--- src/drcf_pkg.sv ---
// constants of the extended diagnostic record for counter and frequency modes
package drcf_pkg;
	localparam int DRCF_DATA_W          = 32;
	localparam int DRCF_IDX_W           = 6;
	// register indices, byte address is four times the index
	localparam logic [5:0] IDX_BASIC_DIAG_COPY   = 6'h00;
	localparam logic [5:0] IDX_CHANNEL_TYPE      = 6'h04;
	localparam logic [5:0] IDX_DIAG_BITS_PER_CH  = 6'h05;
	localparam logic [5:0] IDX_CHANNEL_COUNT     = 6'h06;
	localparam logic [5:0] IDX_GROUP_ERRORS      = 6'h07;
	localparam logic [5:0] IDX_LOST_INPUTS_LOW   = 6'h08;
	localparam logic [5:0] IDX_LOST_INPUTS_HIGH  = 6'h09;
	localparam logic [5:0] IDX_LOST_INPUTS_B1_LO = 6'h0a;
	localparam logic [5:0] IDX_LOST_INPUTS_B1_HI = 6'h0b;
	localparam logic [5:0] IDX_UNIT0_LOST        = 6'h0c;
	localparam logic [5:0] IDX_UNIT1_LOST        = 6'h0d;
	localparam logic [5:0] IDX_UNIT2_LOST        = 6'h0e;
	localparam logic [5:0] IDX_UNIT3_LOST        = 6'h0f;
	localparam logic [5:0] IDX_CONTROL           = 6'h10;
	localparam logic [5:0] IDX_LOST_CLEAR        = 6'h11;
	localparam logic [5:0] IDX_ACK_INPUTS_FREQ   = 6'h12;
	localparam logic [5:0] IDX_ACK_COUNTERS      = 6'h13;
	localparam logic [5:0] IDX_IRQ_STATUS        = 6'h14;
	localparam logic [5:0] IDX_IRQ_MASK          = 6'h15;
	// record content
	localparam logic [6:0] CHAN_TYPE_DIG_IN      = 7'h70;
	localparam logic       MORE_TYPES_NONE       = 1'b0;
	localparam logic [7:0] DIAG_BITS_PER_CHANNEL = 8'h08;
	localparam logic [7:0] CHANNELS_PER_MODULE   = 8'h08;
	localparam logic [3:0] MODULE_CLASS_DIGITAL  = 4'hf;
	localparam logic       CHAN_INFO_PRESENT     = 1'b1;
	// counter byte bit positions
	localparam int CNT_BIT_GATE_CLOSED = 0;
	localparam int CNT_BIT_GATE_OPENED = 2;
	localparam int CNT_BIT_OVERFLOW    = 4;
	localparam int CNT_BIT_COMPARE     = 6;
	// event kinds per counter, index counter*4+kind
	localparam int KIND_GATE_CLOSED = 0;
	localparam int KIND_GATE_OPENED = 1;
	localparam int KIND_OVERFLOW    = 2;
	localparam int KIND_COMPARE     = 3;
	// control and interrupt fields
	localparam int CTRL_BIT_FREQ_MODE = 0;
	localparam int CLR_BIT_LOST       = 0;
	localparam int IRQ_BIT_LOST       = 0;
	localparam int IRQ_BIT_GROUP_ERR  = 1;
	localparam int IRQ_BIT_MOD_FAIL   = 2;
	localparam int IRQ_W              = 3;
	localparam int ACK_FREQ_LSB       = 16;
endpackage : drcf_pkg

--- src/drcf_top.sv ---
// extended diagnostic record for counter and frequency modes, with register port
//
// Functional notes
// - counter bytes 12 to 15 per counter; bit 0 lost gate-closed interrupt
// - counter byte bit 2 flags lost gate-opened interrupt
// - counter byte bit 4 flags lost overflow, underflow or end-value interrupt
// - counter byte bit 6 flags lost compare interrupt; odd bits read zero
// - bytes 10 and 11 hold input byte 1 lost flags on even bits
// - frequency record is four basic bytes plus twelve specific bytes
// - byte 4 bits 6 to 0 carry channel type 70h, digital input
// - byte 4 bit 7 says whether more channel types follow, here none
// - byte 5 reports eight diagnostic bits per channel
// - byte 6 reports eight channels per module
// - byte 7 bits 0 to 2 flag input channel group errors
// - byte 7 bit 3 flags group covering input byte 1 bits 4 to 7
// - frequency mode byte 7 bits 4 to 7 flag frequency meter groups
// - frequency bytes 12 to 15 bit 0 flag lost end of measurement
// - byte 0: bit 0 module failure, bit 2 external error, bit 3 channel error
// - byte 3 bit 6 set when an input interrupt, or a counter or frequency interrupt of the current mode, was lost
//
// Local design decision: the plain strobed port.
`timescale 1ns/10ps
module drcf_top
	import drcf_pkg::*;
#(
	parameter int ADDR_W    = 8,
	parameter int NUM_UNITS = 4,
	parameter int NUM_INPUT = 16
) (
	input  wire logic              sys_clk,
	input  wire logic              srst,
	input  wire logic [ADDR_W-1:0] regAddr,
	input  wire logic [31:0]       regWrData,
	input  wire logic              regWrStb,
	input  wire logic              regRdStb,
	output logic      [31:0]       regRdData,
	output logic                   irq,
	input  wire logic [15:0]       inputEvent,
	input  wire logic [15:0]       counterEvent,
	input  wire logic [3:0]        freqEndEvent,
	input  wire logic [7:0]        groupError,
	input  wire logic              moduleFail,
	input  wire logic              externalError,
	output logic                   freqMode
);
	if (ADDR_W < DRCF_IDX_W + 2) begin : g_chk_addr
		$error("drcf_top: ADDR_W too small for the register map");
	end
	if (NUM_UNITS != 4) begin : g_chk_units
		$error("drcf_top: only four counter or measurement units are supported");
	end
	if (NUM_INPUT != 16) begin : g_chk_inputs
		$error("drcf_top: only sixteen process interrupt inputs are supported");
	end

	// register port decode
	logic [DRCF_IDX_W-1:0] regIdx;
	logic                  addrHigh;
	logic                  hitControl;
	logic                  hitLostClear;
	logic                  hitAckInFreq;
	logic                  hitAckCounters;
	logic                  hitIrqStatus;
	logic                  hitIrqMask;
	logic                  hitBasic;
	logic                  hitChanType;
	logic                  hitDiagBits;
	logic                  hitChanCount;
	logic                  hitGroupErr;
	logic                  hitLostLow;
	logic                  hitLostHigh;
	logic                  hitLostB1Lo;
	logic                  hitLostB1Hi;
	logic                  hitUnit0;
	logic                  hitUnit1;
	logic                  hitUnit2;
	logic                  hitUnit3;

	assign regIdx         = regAddr[DRCF_IDX_W+1:2];
	assign addrHigh       = (ADDR_W > DRCF_IDX_W + 2) ? |(regAddr >> (DRCF_IDX_W + 2)) : 1'b0;
	assign hitControl     = !addrHigh && regIdx == IDX_CONTROL;
	assign hitLostClear   = !addrHigh && regIdx == IDX_LOST_CLEAR;
	assign hitAckInFreq   = !addrHigh && regIdx == IDX_ACK_INPUTS_FREQ;
	assign hitAckCounters = !addrHigh && regIdx == IDX_ACK_COUNTERS;
	assign hitIrqStatus   = !addrHigh && regIdx == IDX_IRQ_STATUS;
	assign hitIrqMask     = !addrHigh && regIdx == IDX_IRQ_MASK;

	// record word decode
	assign hitBasic       = !addrHigh && regIdx == IDX_BASIC_DIAG_COPY;
	assign hitChanType    = !addrHigh && regIdx == IDX_CHANNEL_TYPE;
	assign hitDiagBits    = !addrHigh && regIdx == IDX_DIAG_BITS_PER_CH;
	assign hitChanCount   = !addrHigh && regIdx == IDX_CHANNEL_COUNT;
	assign hitGroupErr    = !addrHigh && regIdx == IDX_GROUP_ERRORS;
	assign hitLostLow     = !addrHigh && regIdx == IDX_LOST_INPUTS_LOW;
	assign hitLostHigh    = !addrHigh && regIdx == IDX_LOST_INPUTS_HIGH;
	assign hitLostB1Lo    = !addrHigh && regIdx == IDX_LOST_INPUTS_B1_LO;
	assign hitLostB1Hi    = !addrHigh && regIdx == IDX_LOST_INPUTS_B1_HI;
	assign hitUnit0       = !addrHigh && regIdx == IDX_UNIT0_LOST;
	assign hitUnit1       = !addrHigh && regIdx == IDX_UNIT1_LOST;
	assign hitUnit2       = !addrHigh && regIdx == IDX_UNIT2_LOST;
	assign hitUnit3       = !addrHigh && regIdx == IDX_UNIT3_LOST;

	// software controls
	logic             freqMode_q;
	logic             freqMode_d;
	logic [IRQ_W-1:0] irqMask_q;
	logic [IRQ_W-1:0] irqMask_d;
	logic             clearLost;
	logic [15:0]      ackInputs;
	logic [3:0]       ackFreq;
	logic [15:0]      ackCounters;

	assign freqMode_d  = (regWrStb && hitControl) ? regWrData[CTRL_BIT_FREQ_MODE] : freqMode_q;
	assign irqMask_d   = (regWrStb && hitIrqMask) ? regWrData[IRQ_W-1:0] : irqMask_q;
	assign clearLost   = regWrStb && hitLostClear && regWrData[CLR_BIT_LOST];
	assign ackInputs   = (regWrStb && hitAckInFreq) ? regWrData[15:0] : 16'h0000;
	assign ackFreq     = (regWrStb && hitAckInFreq) ? regWrData[ACK_FREQ_LSB+3:ACK_FREQ_LSB]
	                                                : 4'h0;
	assign ackCounters = (regWrStb && hitAckCounters) ? regWrData[15:0] : 16'h0000;

	// counter events only count in counter mode, end of measurement only in frequency mode
	logic [15:0] counterEventGated;
	logic [3:0]  freqEventGated;

	assign counterEventGated = freqMode_q ? 16'h0000 : counterEvent;
	assign freqEventGated    = freqMode_q ? freqEndEvent : 4'h0;

	// lost-interrupt tracking
	logic [15:0] inputPending;
	logic [15:0] inputLost;
	logic        inputNewLost;
	logic [15:0] counterPending;
	logic [15:0] counterLost;
	logic        counterNewLost;
	logic [3:0]  freqPending;
	logic [3:0]  freqLost;
	logic        freqNewLost;

	drcf_lost_flag #(
		.WIDTH(16)
	) u_input_lost (
		.sys_clk  (sys_clk),
		.srst     (srst),
		.srcEvent (inputEvent),
		.ack      (ackInputs),
		.clearLost(clearLost),
		.pending  (inputPending),
		.lost     (inputLost),
		.newLost  (inputNewLost)
	);

	drcf_lost_flag #(
		.WIDTH(16)
	) u_counter_lost (
		.sys_clk  (sys_clk),
		.srst     (srst),
		.srcEvent (counterEventGated),
		.ack      (ackCounters),
		.clearLost(clearLost),
		.pending  (counterPending),
		.lost     (counterLost),
		.newLost  (counterNewLost)
	);

	drcf_lost_flag #(
		.WIDTH(4)
	) u_freq_lost (
		.sys_clk  (sys_clk),
		.srst     (srst),
		.srcEvent (freqEventGated),
		.ack      (ackFreq),
		.clearLost(clearLost),
		.pending  (freqPending),
		.lost     (freqLost),
		.newLost  (freqNewLost)
	);

	// flags on even bit positions, odd bits zero
	function automatic logic [7:0] spreadEven(input logic [3:0] v);
		spreadEven = {1'b0, v[3], 1'b0, v[2], 1'b0, v[1], 1'b0, v[0]};
	endfunction : spreadEven

	// basic record bytes 0 to 3
	logic       anyLost;
	logic       channelError;
	logic [7:0] recByte0;
	logic [7:0] recByte1;
	logic [7:0] recByte2;
	logic [7:0] recByte3;

	assign anyLost      = |inputLost || (!freqMode_q && |counterLost)
	                      || (freqMode_q && |freqLost);
	assign channelError = |groupError;
	assign recByte0     = {4'h0, channelError, externalError, 1'b0, moduleFail};
	assign recByte1     = {3'b000, CHAN_INFO_PRESENT, MODULE_CLASS_DIGITAL};
	assign recByte2     = 8'h00;
	assign recByte3     = {1'b0, anyLost, 6'b00_0000};

	// module specific bytes 4 to 11
	logic [7:0] recByte4;
	logic [7:0] recByte5;
	logic [7:0] recByte6;
	logic [7:0] recByte7;
	logic [7:0] recByte8;
	logic [7:0] recByte9;
	logic [7:0] recByte10;
	logic [7:0] recByte11;

	assign recByte4  = {MORE_TYPES_NONE, CHAN_TYPE_DIG_IN};
	assign recByte5  = DIAG_BITS_PER_CHANNEL;
	assign recByte6  = CHANNELS_PER_MODULE;
	// bits 3:0 input groups, bits 7:4 counters or frequency meters
	assign recByte7  = groupError;
	assign recByte8  = spreadEven(inputLost[3:0]);
	assign recByte9  = spreadEven(inputLost[7:4]);
	assign recByte10 = spreadEven(inputLost[11:8]);
	assign recByte11 = spreadEven(inputLost[15:12]);

	// bytes 12 to 15 per counter or per measurement channel
	logic [7:0] unitByte [NUM_UNITS];

	for (genvar u = 0; u < NUM_UNITS; u++) begin : g_unit
		logic [7:0] cntByte;
		logic [7:0] freqByte;
		always_comb begin
			cntByte = 8'h00;
			cntByte[CNT_BIT_GATE_CLOSED] = counterLost[u*4+KIND_GATE_CLOSED];
			cntByte[CNT_BIT_GATE_OPENED] = counterLost[u*4+KIND_GATE_OPENED];
			cntByte[CNT_BIT_OVERFLOW]    = counterLost[u*4+KIND_OVERFLOW];
			cntByte[CNT_BIT_COMPARE]     = counterLost[u*4+KIND_COMPARE];
		end
		assign freqByte    = {7'h00, freqLost[u]};
		assign unitByte[u] = freqMode_q ? freqByte : cntByte;
	end

	// interrupt status, cleared by reading it, events win over the clear
	logic [IRQ_W-1:0] irqStatus_q;
	logic [IRQ_W-1:0] irqStatus_d;
	logic [IRQ_W-1:0] irqEvent;
	logic             groupErrAny_q;
	logic             moduleFail_q;
	logic             irq_d;
	logic             statusRead;

	assign statusRead = regRdStb && hitIrqStatus;

	always_comb begin
		irqEvent = '0;
		irqEvent[IRQ_BIT_LOST]      = inputNewLost || counterNewLost || freqNewLost;
		irqEvent[IRQ_BIT_GROUP_ERR] = channelError && !groupErrAny_q;
		irqEvent[IRQ_BIT_MOD_FAIL]  = moduleFail && !moduleFail_q;
	end

	assign irqStatus_d = irqEvent | (irqStatus_q & {IRQ_W{~statusRead}});
	assign irq_d       = |(irqStatus_d & irqMask_d);

	// read multiplexer, sixteen record words then own registers
	logic [31:0] rdMux;
	logic [31:0] recWord;
	logic [31:0] ownWord;
	logic        rdRecord;

	assign rdRecord = !addrHigh && regIdx < IDX_CONTROL;

	// record words, bytes 4 to 15 sit in bits 7:0, gap words read zero
	always_comb begin
		recWord = 32'h0000_0000;
		if (hitBasic) begin
			recWord = {recByte3, recByte2, recByte1, recByte0};
		end else if (hitChanType) begin
			recWord = {24'h00_0000, recByte4};
		end else if (hitDiagBits) begin
			recWord = {24'h00_0000, recByte5};
		end else if (hitChanCount) begin
			recWord = {24'h00_0000, recByte6};
		end else if (hitGroupErr) begin
			recWord = {24'h00_0000, recByte7};
		end else if (hitLostLow) begin
			recWord = {24'h00_0000, recByte8};
		end else if (hitLostHigh) begin
			recWord = {24'h00_0000, recByte9};
		end else if (hitLostB1Lo) begin
			recWord = {24'h00_0000, recByte10};
		end else if (hitLostB1Hi) begin
			recWord = {24'h00_0000, recByte11};
		end else if (hitUnit0) begin
			recWord = {24'h00_0000, unitByte[0]};
		end else if (hitUnit1) begin
			recWord = {24'h00_0000, unitByte[1]};
		end else if (hitUnit2) begin
			recWord = {24'h00_0000, unitByte[2]};
		end else if (hitUnit3) begin
			recWord = {24'h00_0000, unitByte[3]};
		end
	end

	// own control, acknowledge and interrupt registers
	always_comb begin
		ownWord = 32'h0000_0000;
		if (hitControl) begin
			ownWord = {31'h0000_0000, freqMode_q};
		end else if (hitAckInFreq) begin
			ownWord = {12'h000, freqPending, inputPending};
		end else if (hitAckCounters) begin
			ownWord = {16'h0000, counterPending};
		end else if (hitIrqStatus) begin
			ownWord = {29'h0000_0000, irqStatus_q};
		end else if (hitIrqMask) begin
			ownWord = {29'h0000_0000, irqMask_q};
		end
	end

	assign rdMux = rdRecord ? recWord : ownWord;

	// state registers
	always_ff @(posedge sys_clk) begin
		if (srst) begin
			freqMode_q    <= 1'b0;
			irqMask_q     <= '0;
			irqStatus_q   <= '0;
			groupErrAny_q <= 1'b0;
			moduleFail_q  <= 1'b0;
		end else begin
			freqMode_q    <= freqMode_d;
			irqMask_q     <= irqMask_d;
			irqStatus_q   <= irqStatus_d;
			groupErrAny_q <= channelError;
			moduleFail_q  <= moduleFail;
		end
	end

	// outputs straight from flip-flops
	always_ff @(posedge sys_clk) begin
		if (srst) begin
			regRdData <= 32'h0000_0000;
			irq       <= 1'b0;
			freqMode  <= 1'b0;
		end else begin
			regRdData <= regRdStb ? rdMux : 32'h0000_0000;
			irq       <= irq_d;
			freqMode  <= freqMode_d;
		end
	end
endmodule : drcf_top

--- src/drcf_lost_flag.sv ---
// pending and lost-interrupt flags for a group of process interrupt sources
`timescale 1ns/10ps
module drcf_lost_flag #(
	parameter int WIDTH = 8
) (
	input  wire logic             sys_clk,
	input  wire logic             srst,
	input  wire logic [WIDTH-1:0] srcEvent,
	input  wire logic [WIDTH-1:0] ack,
	input  wire logic             clearLost,
	output logic      [WIDTH-1:0] pending,
	output logic      [WIDTH-1:0] lost,
	output logic                  newLost
);
	logic [WIDTH-1:0] pending_q;
	logic [WIDTH-1:0] pending_d;
	logic [WIDTH-1:0] lost_q;
	logic [WIDTH-1:0] lost_d;
	logic [WIDTH-1:0] lostSet;

	if (WIDTH < 1) begin : g_chk
		$error("drcf_lost_flag: WIDTH must be at least 1");
	end

	// an event meets an unaccepted one from the same source
	assign lostSet   = srcEvent & pending_q & ~ack;
	assign pending_d = srcEvent | (pending_q & ~ack);
	// set wins over clear
	assign lost_d    = lostSet | (lost_q & {WIDTH{~clearLost}});

	always_ff @(posedge sys_clk) begin
		if (srst) begin
			pending_q <= '0;
			lost_q    <= '0;
			newLost   <= 1'b0;
		end else begin
			pending_q <= pending_d;
			lost_q    <= lost_d;
			newLost   <= |lostSet;
		end
	end

	assign pending = pending_q;
	assign lost    = lost_q;
endmodule : drcf_lost_flag

--- config.mk ---
export PLATFORM = sky130hd
export DESIGN_NAME = drcf_top
export DESIGN_NICKNAME = d
export VERILOG_FILES = /design/src/drcf_pkg.sv /design/src/drcf_top.sv /design/src/drcf_lost_flag.sv
export SDC_FILE = /design/constraint.sdc
export NUM_CORES = 1
export LEC_CHECK = 0
export BUFFER_PORTS_ARGS = -buffer_cell sky130_fd_sc_hd__buf_2
export CAP_MARGIN = 20
export CORE_ASPECT_RATIO = 0.75
export CORE_MARGIN = 1
export CORE_UTILIZATION = 40
export CTS_CLUSTER_SIZE = 24
export DETAILED_ROUTE_END_ITERATION = 16
export GPL_ROUTABILITY_DRIVEN = 0
export SLEW_MARGIN = 25
export SYNTH_ARGS = -nofsm -noshare
export SYNTH_HDL_FRONTEND = slang
export SYNTH_HIERARCHICAL = 1
export SYNTH_SLANG_ARGS = --single-unit
--- constraint.sdc ---
create_clock -name sys_clk -period 2.9 [get_ports sys_clk]
set_input_delay 0.58 -clock sys_clk [delete_from_list [all_inputs] [get_ports sys_clk]]
set_output_delay 0.58 -clock sys_clk [all_outputs]
set_load 0.02 [all_outputs]
### Yosys cells after proc, flatten, opt, wreduce, memory -nomap -nowiden

Index checks and enable logic that the tools add are counted.
Widths: inputs -> output; s select.

* register bits: 117
* input bits: 90
* output and inout bits: 34
* logic and storage cells: 119

* $lt $le $gt $ge: 1
* equality and inequality tests: 18
* multiplexer cells: 29
* bitwise gates (word level): 27
* reduce and logical (&&, ||, !) cells: 28

Operator list (count)
* $mux 32: 9
* $and 16x16->16: 8
* $mux 16: 4
* $or 16x16->16: 4
* $reduce_or 16->1: 4
* $mux 7: 9
* $eq 6x4->1 const B: 8
* $mux 20: 2
* $eq 6x5->1 const B: 6
* $not 16->16: 2
* $eq 6x3->1 const B: 4
* $and 4x4->4: 4
* $logic_and 1x1->1: 11
* $mux 3: 3
* $mux 4: 2
* $or 4x4->4: 2
* $reduce_or 4->1: 2
* $reduce_or 8->1: 1
* $and 3x3->3: 2
* $logic_not 6->1: 1
* $lt 6x5->1 const B: 1
* $logic_or 1x1->1: 4
* $not 4->4: 1
* $logic_not 1->1: 3
* 4 further kinds: 6

### Longest topological paths before layout

Gate-level depths: netlist (run 1).

* depth after elaboration: 15
* mapped depth: 7
* mapped depth without buffers: 6

### Cells and area by module

The synthesis (run 1) kept the hierarchy.

Modules (own cells, without submodules)
* drcf_lost_flag (u_counter_lost ...): times used 2, cells an instance 140, area an instance 1223.7 sq um, sequential area each 660.6 sq um
* drcf_top: times used 1, cells an instance 293, area an instance 2338.5 sq um, sequential area each 620.6 sq um
* drcf_lost_flag (u_freq_lost): times used 1, cells an instance 35, area an instance 349.1 sq um, sequential area each 180.2 sq um

### Least setup slack after synthesis (run 1)

Ideal clock, no wire load.

* path type: input to register
* from: input port regAddr[4]
* to: register u_input_lost.newLost
* library setup time: 0.125 ns
* arrival time: 2.383 ns
* data required time: 2.775 ns
* setup slack: 0.392 ns
* cell stages on the path: 7
* path buffers: 1
* path through: or4b_4 -> nor3b_4 -> clkbuf_1 -> and3_1 -> nand3b_1 -> nand4_1 -> o41a_1

* cells in the longest elaborated chain, start to end: 6

Ends and longest elaborated chain
* from (decl): RTL line drcf_top.sv:32 `input wire logic [ADDR_W-1:0] regAddr,`
* $eq 6x5->1: RTL line drcf_top.sv:83 `assign hitAckInFreq = !addrHigh && regIdx == IDX_ACK_INPUTS_FREQ;`
* $logic_and 1x1->1: RTL line drcf_top.sv:116 `assign ackInputs = (regWrStb && hitAckInFreq) ? regWrData[15:0] : 16'h0000;`
* $mux 16: RTL line drcf_top.sv:116
* net ackInputs[1]: RTL line drcf_top.sv:109 `logic [15:0] ackInputs;`
* $not 16->16: RTL line drcf_lost_flag.sv:26 `assign lostSet = srcEvent & pending_q & ~ack;`
* $and 16x16->16: RTL line drcf_lost_flag.sv:26
* $reduce_or 16->1: RTL line drcf_lost_flag.sv:39 `newLost <= |lostSet;`
* to (signal assigned): RTL line drcf_lost_flag.sv:39
* to (decl): RTL line drcf_lost_flag.sv:13 `output logic newLost`

The timed path passes the listed nets, and every way through them passes these cells.
A chain may end at the register's enable or synchronous reset.

### Worst setup path in the final report (run 1)

Ends and elaborated chain as after synthesis.

==> results of run 1 <==
-- layout make-up --
| class | count | area [µm²] | share of cell area |
|---|---|---|---|
| multi-input combinational | 426 | 2680 | 0.442 |
| inverter | 38 | 143 | 0.0236 |
| clock inverter | 6 | 40.0 | 0.00661 |
| clock buffer | 10 | 239 | 0.0395 |
| tap | 166 | 208 | 0.0343 |
| timing repair buffer | 113 | 628 | 0.104 |
| sequential | 106 | 2120 | 0.350 |
-- tightest hold or removal path, cell delays in order --
cell and delay (ns):
buf_2 0.09, a21oi_1 0.04, nor2_1 0.07
-- cell families after synthesis --
kind of cell           Yosys count  synth area share
AO/OA/AOI/OAI                  139             0.166
multiplexers                    14            0.0422
AND/OR/NAND/NOR                262             0.305
buffers and inverters           86            0.0731
other                            1          0.000730
flip-flops                     106             0.413
-- how the worst min path moves through the flow --
| stage | from | endpoint | slack, ns |
|---|---|---|---|
| 6_report | inputEvent[10] | u_input_lost/pending[10]$_SDFF_PP0_ | 0.46 |
| 4_1_cts | inputEvent[8] | u_input_lost/pending[8]$_SDFF_PP0_ | 0.45 |
| 5_1_grt | inputEvent[5] | u_input_lost/pending[5]$_SDFF_PP0_ | 0.46 |
| 3_3_place_gp | u_freq_lost/pending[2]$_SDFF_PP0_ | u_freq_lost/pending[2]$_SDFF_PP0_ | 0.47 |
| 2_1_floorplan | u_counter_lost/lost[8]$_SDFF_PP0_ | u_counter_lost/lost[8]$_SDFF_PP0_ | 0.46 |
| 3_5_place_dp | u_counter_lost/lost[9]$_SDFF_PP0_ | u_counter_lost/lost[9]$_SDFF_PP0_ | 0.48 |
-- placed cells by master, fill, tap and decap left out, types with 4 or more instances in the layout --
cell type	instances
a21oi_1	83
a22oi_1	16
and2_1	4
and3_1	41
buf_2	98
buf_4	13
clkbuf_16	9
conb_1	11
dfxtp_1	106
inv_1	38
mux2i_1	7
mux4_2	6
nand2_1	9
nand2b_1	41
nand3_1	5
nand3b_1	33
nand4_1	10
nor2_1	57
nor2b_1	23
nor3_1	9
nor3b_1	4
nor4_1	9
o21ai_0	10
or4_1	4
-- metal layers --
| metal | wire length, µm | track usage | share of wire | vias up |
|---|---|---|---|---|
| met5 | 0 | 0 | 0 | - |
| met2 | 6630 | 0.352 | 0.43 | 192 |
| li1 | - | - | - | 2294 |
| met4 | 170 | 0.0531 | 0.011 | 0 |
| met1 | 7490 | 0.344 | 0.49 | 2314 |
| met3 | 1090 | 0.0465 | 0.071 | 19 |
-- report_power, final --
part / leakage (nW) / switching [W] / internal [W] / total (W)
Combinational: 1.50 / 0.000206 / 0.000144 / 0.000350
Sequential: 0.873 / 0.0000589 / 0.00153 / 0.00158
Clock: 0.139 / 0.000563 / 0.000607 / 0.00117
Total: 2.51 / 0.000829 / 0.00228 / 0.00310
-- metrics by stage --
step / util / setup slack, ns / cell area, µm² / hold slack, ns / power [W]
after floorplan: - / 0.392 / 5170 / 0.455 / 0.00182
after global placement: 0.466 / 0.137 / 5780 / 0.468 / 0.00195
after detailed placement: 0.466 / 0.108 / 5780 / 0.478 / 0.00196
after CTS: 0.489 / 0.465 / 6050 / 0.446 / 0.00312
after global routing: 0.489 / 0.364 / 6050 / 0.461 / 0.00323
final: 0.489 / 0.479 / 6050 / 0.464 / 0.00310
-- registers in the layout, indices dropped and copies added (netlist names) --
name,flops
u_input_lost/pending,16
u_input_lost/lost,16
u_freq_lost/newLost,1
u_counter_lost/lost,16
u_counter_lost/newLost,1
freqMode,1
regRdData,21
irqStatus_q,3
moduleFail_q,1
u_freq_lost/lost,4
u_counter_lost/pending,16
groupErrAny_q,1
u_input_lost/newLost,1
irq,1
irqMask_q,3
u_freq_lost/pending,4
==> flow_metrics.py, run 1 <==
metrics = {
    "clock_network": {
        "cts.clk_slew.worst_paths_ns": 0.07,
        "cts_made_buffers": 9,
        "hold_buffers": 0,
        "h-tree-depth": 3,
        "clock_path_buffers": 2,
        "clock_sinks": 106,
        "cts_tree": "built",
        "cts_root_buf": "clkbuf_16",
        "cts_repair_resize_count": 0,
        "cts_setup_buffers": 0,
        "worstSkewPairLatency_ns": 0.34,
    },
    "outcome": {
        "outcome": "finished clean",
    },
    "place": {
        "hpwl_um": 11300,
        "portBuffers": 98,
        "placed_cells": 849,
    },
    "sta": {
        "maxSlewViolCount": 0,
        "fmax_ghz": 0.413,
        "worstMarginPinSlew_ns": 0.646,
        "rsz0062_at_grt": "no",
        "fin_crit_ns": 2.42,
        "period_share": 0.835,
        "fin_tns_setup_ns": 0,
        "max-slew-margin-rel": 0.570,
        "finClkSkew_ns": 0.00511,
        "hold_viol": 0,
        "setup_viol": 0,
    },
    "logic_synthesis": {
        "avgSynthCellArea_um2": 8.45,
        "ys_types": 56,
        "synthMostInstantiatedCell": "dfxtp_1",
        "netlist.area_leader.share": 0.413,
        "async_flop_share": 0,
        "synthCells": 608,
        "synth_ff_type": "dfxtp_1",
        "ys_seq_area_frac": 0.413,
        "synth_area_leaders": "dfxtp_1, a21oi_1, and3_1, nand2b_1, nand3b_1",
        "yosysWarnings": 6,
        "synth_commonest_cells": "dfxtp_1, a21oi_1, nor2_1",
        "synth_seq_cells": 106,
        "synth_area_um2": 5130,
        "synth.largest_area_cell": "dfxtp_1",
        "synth-edff-count": 0,
    },
    "setup_path": {
        "crit_path_end": "u_input_lost/newLost$_SDFF_PP0_",
        "crit_fanout": 41,
        "slowest_stage": "or4b_4",
        "crit_family": "simple AND/OR/NAND/NOR gates",
        "worst_path_largest_cell_delay_ns": 0.58,
        "startpoint": "regAddr[4]",
        "r2r_end": "regRdData[0]$_SDFF_PP0_",
        "cp.required_ns": 3.13,
        "r2r_setup_slack_ns": 0.80,
        "cp.depth": 8,
        "path_class": "input port to flip-flop",
        "end_kind": "flip-flop",
        "rr_startpoint": "freqMode$_SDFFE_PP0P_",
        "r2r_cells": 5,
        "crit_chain": "buf_2 -> or4b_4 -> nor3b_4 -> buf_12 -> and3_1 -> nand3b_1 -> nand4_1 -> o41a_1",
        "critPathArrivalTime_ns": 2.65,
        "startpoint_type": "input port",
        "critPathBufInv": 2,
    },
    "run": {
        "maxCapViolCount": 0,
    },
    "power": {
        "p_per_area_nw_per_um2": 513,
        "ir_drop_mv": 0.306,
        "leakage_nw": 2.51,
    },
    "routing": {
        "viasPerCell": 5.57,
        "routed-via-count": 4819,
        "drc": 0,
        "wl_um": 15400,
        "ant_nets": 0,
        "drtIter0Drc": 478,
        "avgRoutedWirePerCell_um": 17.8,
        "first_pass_iters": 5,
    },
    "global_route": {
        "grt_pass1_vias": 4401,
        "grt_max_degree": 42,
        "grt_antenna_before_repair": 1,
        "grt_first_pass_wirelength_um": 23900,
        "grtUsageTotal": 0.234,
        "gr-total-overflow": 0,
    },
    "layout": {
        "fillCellCount": 1226,
        "area.growth.synth_to_final_pct": 17.9,
        "antenna_cells": 0,
        "post_route_cells_drive_above_1_share": 0.209,
        "fin_nets": 784,
        "final_cells": 865,
    },
    "die": {
        "die_y_um": 100,
        "initial_core_util": 0.414,
        "ios": 124,
        "fp-row-count": 35,
        "dieWidth_um": 133,
        "core-area_um2": 12400,
        "die_area_um2": 13300,
    },
    "worst_hold_path": {
        "hold_path_class": "input port to flip-flop",
        "worstHoldPathCells": 3,
    },
}
No activity file was read; power rests on OpenSTA's default activity.
==> run 2: changes to the inputs <==
==> constraint.sdc (replaced) <==
create_clock -name sys_clk -period 2 [get_ports sys_clk]
set_input_delay 0.4 -clock sys_clk [delete_from_list [all_inputs] [get_ports sys_clk]]
set_output_delay 0.4 -clock sys_clk [all_outputs]
set_load 0.02 [all_outputs]
==> run 2 against run 1 <==
  * The run now ends with setup timing left
  * Clock skew increased by 0.0016 ns
  * Non-clock buffer count increased by 63
  * Final cell count increased by 7.3%
  * Clock-buffer cell count unchanged
  * Sequential power increased by 46%
  * Sequential cell count unchanged
  * Register-to-register slack got worse by 0.67 ns
  * Total power increased by 58%
  * Sequential share of layout area decreased by 3.5 points
  * Global-route usage increased by 0.79 points
==> flow_metrics.py, run 2 (synthesis results as in run 1) <==
metrics = {
    "outcome": {
        "outcome": "finished, violations left",
        "violations": "setup timing",
    },
    "setup_path": {
        "startpoint_type": "input port",
        "path_class": "input port to flip-flop",
        "rr_startpoint": "freqMode$_SDFFE_PP0P_",
        "slowest_stage": "or4b_4",
        "crit_fanout": 5,
        "end_kind": "flip-flop",
        "r2r_end": "regRdData[0]$_SDFF_PP0_",
        "crit_chain": "buf_6 -> or4b_4 -> nor2_4 -> buf_6 -> buf_12 -> and3_4 -> nand3b_1 -> nand4_1 -> o41a_1",
        "worst_path_largest_cell_delay_ns": 0.59,
        "cp.required_ns": 2.24,
        "r2r_cells": 5,
        "critPathArrivalTime_ns": 2.40,
        "cpMostUsedCell": "buf_6",
        "r2r_setup_slack_ns": 0.13,
    },
    "die": {
        "initial_core_util": 0.414,
        "ios": 124,
        "dieWidth_um": 133,
        "die_y_um": 100,
        "fp-row-count": 35,
        "core-area_um2": 12400,
        "die_area_um2": 13300,
    },
    "layout": {
        "fin_nets": 847,
        "post_route_cells_drive_above_1_share": 0.286,
        "largest_register_ffs": 21,
        "antenna_cells": 0,
        "largest_register": "regRdData",
        "final_cell_mix": "dfxtp_1, buf_2, a21oi_1",
        "fin_util": 0.543,
        "area.growth.synth_to_final_pct": 31.0,
        "final_common_cell": "dfxtp_1",
    },
    "place": {
        "portBuffers": 98,
        "hpwl_um": 11800,
    },
    "routing": {
        "route.met2.wl_um": 6910,
        "wl_um": 16200,
        "avgRoutedWirePerCell_um": 17.5,
        "wl_met3_um": 1300,
        "viasPerCell": 5.49,
        "first_pass_iters": 5,
        "drc": 0,
        "routed-via-count": 5098,
        "ant_nets": 0,
        "wl_met1_um": 7710,
        "drtIter0Drc": 357,
        "maxUsedRoutingLayer": "met5",
    },
    "global_route": {
        "grt_max_degree": 87,
        "grt_pass1_vias": 4561,
        "grt_first_pass_wirelength_um": 24700,
        "grtUsageTotal": 0.242,
        "gr-total-overflow": 0,
        "grt_antenna_before_repair": 1,
    },
    "sta": {
        "fin_ws_ns": -0.160,
        "finClkSkew_ns": 0.00674,
        "fin_crit_ns": 2.16,
        "rsz0062_at_grt": "yes",
        "fmax_ghz": 0.463,
        "maxSlewViolCount": 0,
        "period_share": 1.08,
        "hold_viol": 0,
        "timing.hold.ws_ns": 0.266,
        "setup_viol": 2,
    },
    "clock_network": {
        "cts_tree": "built",
        "cts_made_buffers": 9,
        "h-tree-depth": 3,
        "clock_sinks": 106,
        "cts_root_buf": "clkbuf_16",
        "worstSkewPairLatency_ns": 0.36,
        "clock_path_buffers": 2,
        "cts.clk_slew.worst_paths_ns": 0.08,
    },
    "power": {
        "leakage_nw": 2.85,
        "ir_drop_mv": 0.403,
        "p_per_area_nw_per_um2": 728,
    },
    "worst_hold_path": {
        "worstHoldPathCells": 3,
        "hold_path_class": "input port to flip-flop",
        "hp-start": "inputEvent[10]",
        "hold_end": "u_input_lost/pending[10]$_SDFF_PP0_",
    },
    "run": {
        "maxCapViolCount": 0,
    },
}
==> run 2: repair_timing <==
action	in CTS	in global routing
hold buffers	0	0
pin swaps	0	4
gates cloned	0	2
buffers inserted	0	11
resized for setup	0	20
endpoints found under the setup margin	2	3
==> run 2: layout make-up <==
cell class                 instances  area (µm²)
tap                              166         208
clock inverter                     6        97.6
fill                            1158        5670
multi-input combinational        426        2730
clock buffer                      10         239
timing repair buffer             176        1180
inverter                          38         143
sequential                       106        2120
==> run 2: how the worst max path moves through the flow <==
stage | startpoint | to | slack (ns)
floorplan | regAddr[4] | u_input_lost/newLost$_SDFF_PP0_ | -0.29
global placement | regAddr[4] | u_input_lost/newLost$_SDFF_PP0_ | -0.47
detailed placement | regAddr[4] | u_input_lost/newLost$_SDFF_PP0_ | -0.50
CTS | regAddr[4] | u_input_lost/newLost$_SDFF_PP0_ | -0.13
global route | regAddr[4] | u_input_lost/newLost$_SDFF_PP0_ | -0.20
finish | regAddr[4] | u_counter_lost/newLost$_SDFF_PP0_ | -0.16
==> run 2: per-layer routing <==
layer | vias to the layer above | GRT usage
met2 | 225 | 0.352
met5 | - | 0
li1 | 2421 | -
met3 | 28 | 0.0551
met4 | 2 | 0.0769
met1 | 2422 | 0.352
==> run 2: report_power, final <==
group	leakage, nW	internal, W	total [W]	switching (W)
Clock	0.165	0.00115	0.00201	0.000856
Combinational	1.81	0.000273	0.000592	0.000319
Sequential	0.873	0.00221	0.00230	0.0000880
==> run 2: worst max-delay path, delay by kind of cell <==
kind / cells / cell delay, ns
buf+inv: 3 / 0.33
simple gates: 5 / 1.24
compound gates: 1 / 0.43
==> run 2: per-stage QoR <==
step | cell area [µm²] | power [W] | setup TNS (ns) | cells | worst slack (ns)
finish | 6730 | 0.00490 | -0.310 | 928 | -0.160
global route | 6730 | 0.00508 | -0.399 | 928 | -0.200
CTS | 6510 | 0.00490 | -0.228 | 915 | -0.127
detailed placement | 6180 | 0.00290 | -7.93 | 899 | -0.501
global placement | 6180 | 0.00289 | -7.80 | 899 | -0.468
floorplan | 5180 | 0.00263 | -0.506 | 618 | -0.287
==> run 3: changes to the inputs <==
--- a/config.mk
+++ b/config.mk
@@ -5,6 +5,7 @@
 export SDC_FILE = /design/constraint.sdc
 export NUM_CORES = 1
 export LEC_CHECK = 0
+export ABC_AREA = 1
 export BUFFER_PORTS_ARGS = -buffer_cell sky130_fd_sc_hd__buf_2
 export CAP_MARGIN = 20
 export CORE_ASPECT_RATIO = 0.75
==> run 3 against run 2 <==
  * The run now ends clean
  * Global-route usage decreased by 0.64 points
  * Clock skew up 0.0037 ns
  * Routed wire length decreased by 5.0%
==> flow_metrics.py, run 3 <==
metrics = {
    "layout": {
        "post_route_cells_drive_above_1_share": 0.245,
        "area.growth.synth_to_final_pct": 24.2,
        "ff_latch_area_um2": 2120,
        "final_common_cell": "nand2_1",
        "largest_register": "regRdData",
        "final_cell_mix": "nand2_1, nor2_1, inv_1",
        "largest_register_ffs": 21,
        "fin_util": 0.521,
        "fin_nets": 1012,
        "fillCellCount": 1297,
        "antenna_cells": 0,
        "multi_input_comb_area_um2": 2500,
    },
    "routing": {
        "routed-via-count": 5237,
        "wl_um": 15400,
        "first_pass_iters": 4,
        "avgRoutedWirePerCell_um": 14.1,
        "ant_nets": 0,
        "viasPerCell": 4.79,
        "drtIter0Drc": 345,
        "drc": 0,
    },
    "setup_path": {
        "crit_family": "simple AND/OR/NAND/NOR gates",
        "cp.required_ns": 2.23,
        "worst_path_largest_cell_delay_ns": 0.17,
        "critPathBufInv": 6,
        "crit_chain": "buf_2 -> inv_1 -> nor2_2 -> inv_2 -> nor2_4 -> inv_2 -> nor2_8 -> nand2_1 -> buf_4 -> nor2_1 -> inv_1 -> nand3_1 -> nand2_1 -> nor2_1 -> nand2_1 -> nor2_1 -> nor2_1",
        "end_kind": "flip-flop",
        "cpMostUsedCell": "nor2_1",
        "startpoint_type": "input port",
        "slowest_stage": "buf_4",
        "crit_fanout": 3,
        "path_class": "input port to flip-flop",
        "critPathArrivalTime_ns": 1.95,
    },
    "sta": {
        "maxSlewViolCount": 0,
        "fmax_ghz": 0.581,
        "fin_ws_ns": 0.278,
        "fin_crit_ns": 1.72,
        "rsz0062_at_grt": "no",
        "period_share": 0.861,
        "fin_tns_setup_ns": 0,
        "finClkSkew_ns": 0.0105,
        "hold_viol": 0,
        "setup_viol": 0,
    },
    "power": {
        "power_switching_w": 0.00125,
        "swShare": 0.274,
        "leakage_nw": 3.20,
        "p_per_area_nw_per_um2": 695,
        "p_seq_frac": 0.506,
        "intPower_w": 0.00330,
        "ir_drop_mv": 0.450,
        "power_w": 0.00455,
        "p_comb_frac": 0.119,
        "clock_power_share": 0.375,
    },
    "global_route": {
        "grt_antenna_before_repair": 0,
        "grtUsageTotal": 0.236,
        "gr-total-overflow": 0,
        "grt_pass1_vias": 4803,
        "grt_max_degree": 86,
        "grt_first_pass_wirelength_um": 24600,
    },
    "logic_synthesis": {
        "synthMostInstantiatedCell": "nand2_1",
        "synth_seq_cells": 106,
        "ys_seq_area_frac": 0.402,
        "synth-edff-count": 0,
        "ys_types": 35,
        "synth.largest_area_cell": "dfxtp_1",
        "avgSynthCellArea_um2": 6.79,
        "yosysWarnings": 6,
        "netlist.area_leader.share": 0.402,
        "async_flop_share": 0,
        "synth_ff_type": "dfxtp_1",
        "synth_area_um2": 5280,
        "synthCells": 777,
        "synth_commonest_cells": "nand2_1, nor2_1, inv_1",
        "synth_area_leaders": "dfxtp_1, nand2_1, nor2_1, a21oi_1, inv_1",
    },
    "place": {
        "portBuffers": 98,
        "hpwl_um": 11900,
        "dp_slack_ns": -0.0531,
    },
    "clock_network": {
        "clock_sinks": 106,
        "cts.clk_slew.worst_paths_ns": 0.08,
        "cts_repair_resize_count": 0,
        "cts_tree": "built",
        "cts_setup_buffers": 0,
        "h-tree-depth": 3,
        "cts_root_buf": "clkbuf_16",
        "clock_path_buffers": 2,
        "hold_buffers": 0,
        "cts_made_buffers": 9,
        "worstSkewPairLatency_ns": 0.35,
    },
    "die": {
        "initial_core_util": 0.420,
        "ios": 124,
        "die_y_um": 101,
        "dieWidth_um": 135,
        "fp-row-count": 35,
        "core-area_um2": 12600,
        "die_area_um2": 13700,
    },
    "outcome": {
        "outcome": "finished clean",
    },
    "worst_hold_path": {
        "hold_path_class": "input port to flip-flop",
    },
    "run": {
        "maxCapViolCount": 0,
    },
}
==> run 3: changes by cell type in the layout (fill, tap and decap cells not counted), moves of 9 or more <==
| cell | previous run | this run |
|---|---|---|
| nand2b_1 | 41 | 0 |
| nand3b_1 | 33 | 0 |
| nand3_1 | 5 | 33 |
| nor2b_1 | 23 | 0 |
| and3_1 | 32 | 0 |
| a21oi_1 | 83 | 93 |
| buf_4 | 70 | 55 |
| nand2_1 | 9 | 151 |
| inv_1 | 38 | 112 |
| inv_2 | 0 | 11 |
| a22oi_1 | 16 | 0 |
| and3_4 | 9 | 0 |
| nand3_2 | 0 | 23 |
| nor2_1 | 57 | 145 |
==> run 3: cells by family (layout without fill, tap and decap cells) <==
family / count (synthesis) / after routing / synth area share
AND/OR/NAND/NOR: 390 / 390 / 0.337
AO/OA/AOI/OAI: 124 / 124 / 0.128
other: 1 / 11 / 0.000711
buffers and inverters: 156 / 296 / 0.131
flip-flops: 106 / 106 / 0.402
==> run 3: power by group through the flow <==
stage / combinational (W) / clock [W] / sequential, W
after floorplan: 0.000326 / 0 / 0.00232
after global placement: 0.000534 / 0 / 0.00235
after detailed placement: 0.000536 / 0 / 0.00235
after CTS: 0.000539 / 0.00175 / 0.00230
after global routing: 0.000606 / 0.00184 / 0.00232
final: 0.000541 / 0.00171 / 0.00230
==> run 3: worst reg2reg max path: stages (launching register included) <==
cell and delay (ns):
dfxtp_1 0.48, inv_1 0.23, nand2_1 0.18, nor2_1 0.05, o21ai_1 0.11, nand2_1 0.07, nand2_1 0.06, nand3_1 0.07
nand2_1 0.07, nand2_1 0.05, nand2_1 0.07, nand2_1 0.05
==> run 3: through the flow <==
stage                     area [µm²]  cells  hold slack (ns)
after floorplan                 5310    787            0.422
after global placement          6270   1077            0.433
after detailed placement        6270   1077            0.433
after CTS                       6550   1093            0.264
after global routing            6550   1093            0.265
final                           6550   1093            0.264
==> run 3: path summary, 6_finish.rpt <==
| kind | start | cells past startpoint | endpoint | slack [ns] |
|---|---|---|---|---|
| max | regAddr[6] | 17 | u_input_lost/newLost$_SDFF_PP0_ | 0.28 |
| min | inputEvent[14] | 3 | u_input_lost/pending[14]$_SDFF_PP0_ | 0.26 |
| max reg2reg | freqMode$_SDFFE_PP0P_ | 11 | regRdData[2]$_SDFF_PP0_ | 0.41 |
| min reg2reg | u_freq_lost/pending[2]$_SDFF_PP0_ | 2 | regRdData[18]$_SDFF_PP0_ | 0.45 |
==> run 3: layer usage <==
metal  vias up  global-route usage  part of all wire  routed length [µm]
li1       2713                   -                 -                   -
met1      2348               0.336              0.52                7930
met2       155               0.371              0.42                6470
met3        21              0.0400             0.051                 782
met4         0              0.0570             0.013                 204
met5         -                   0                 0                   0
==> run 3: cell type report <==
cell class	instances	area share
clock buffers	10	0.0350
clock inverters	6	0.00764
inverters	123	0.0705
multi-input cells	525	0.381
flip-flops and latches	106	0.324
well taps	166	0.0317
repair buffers	157	0.150
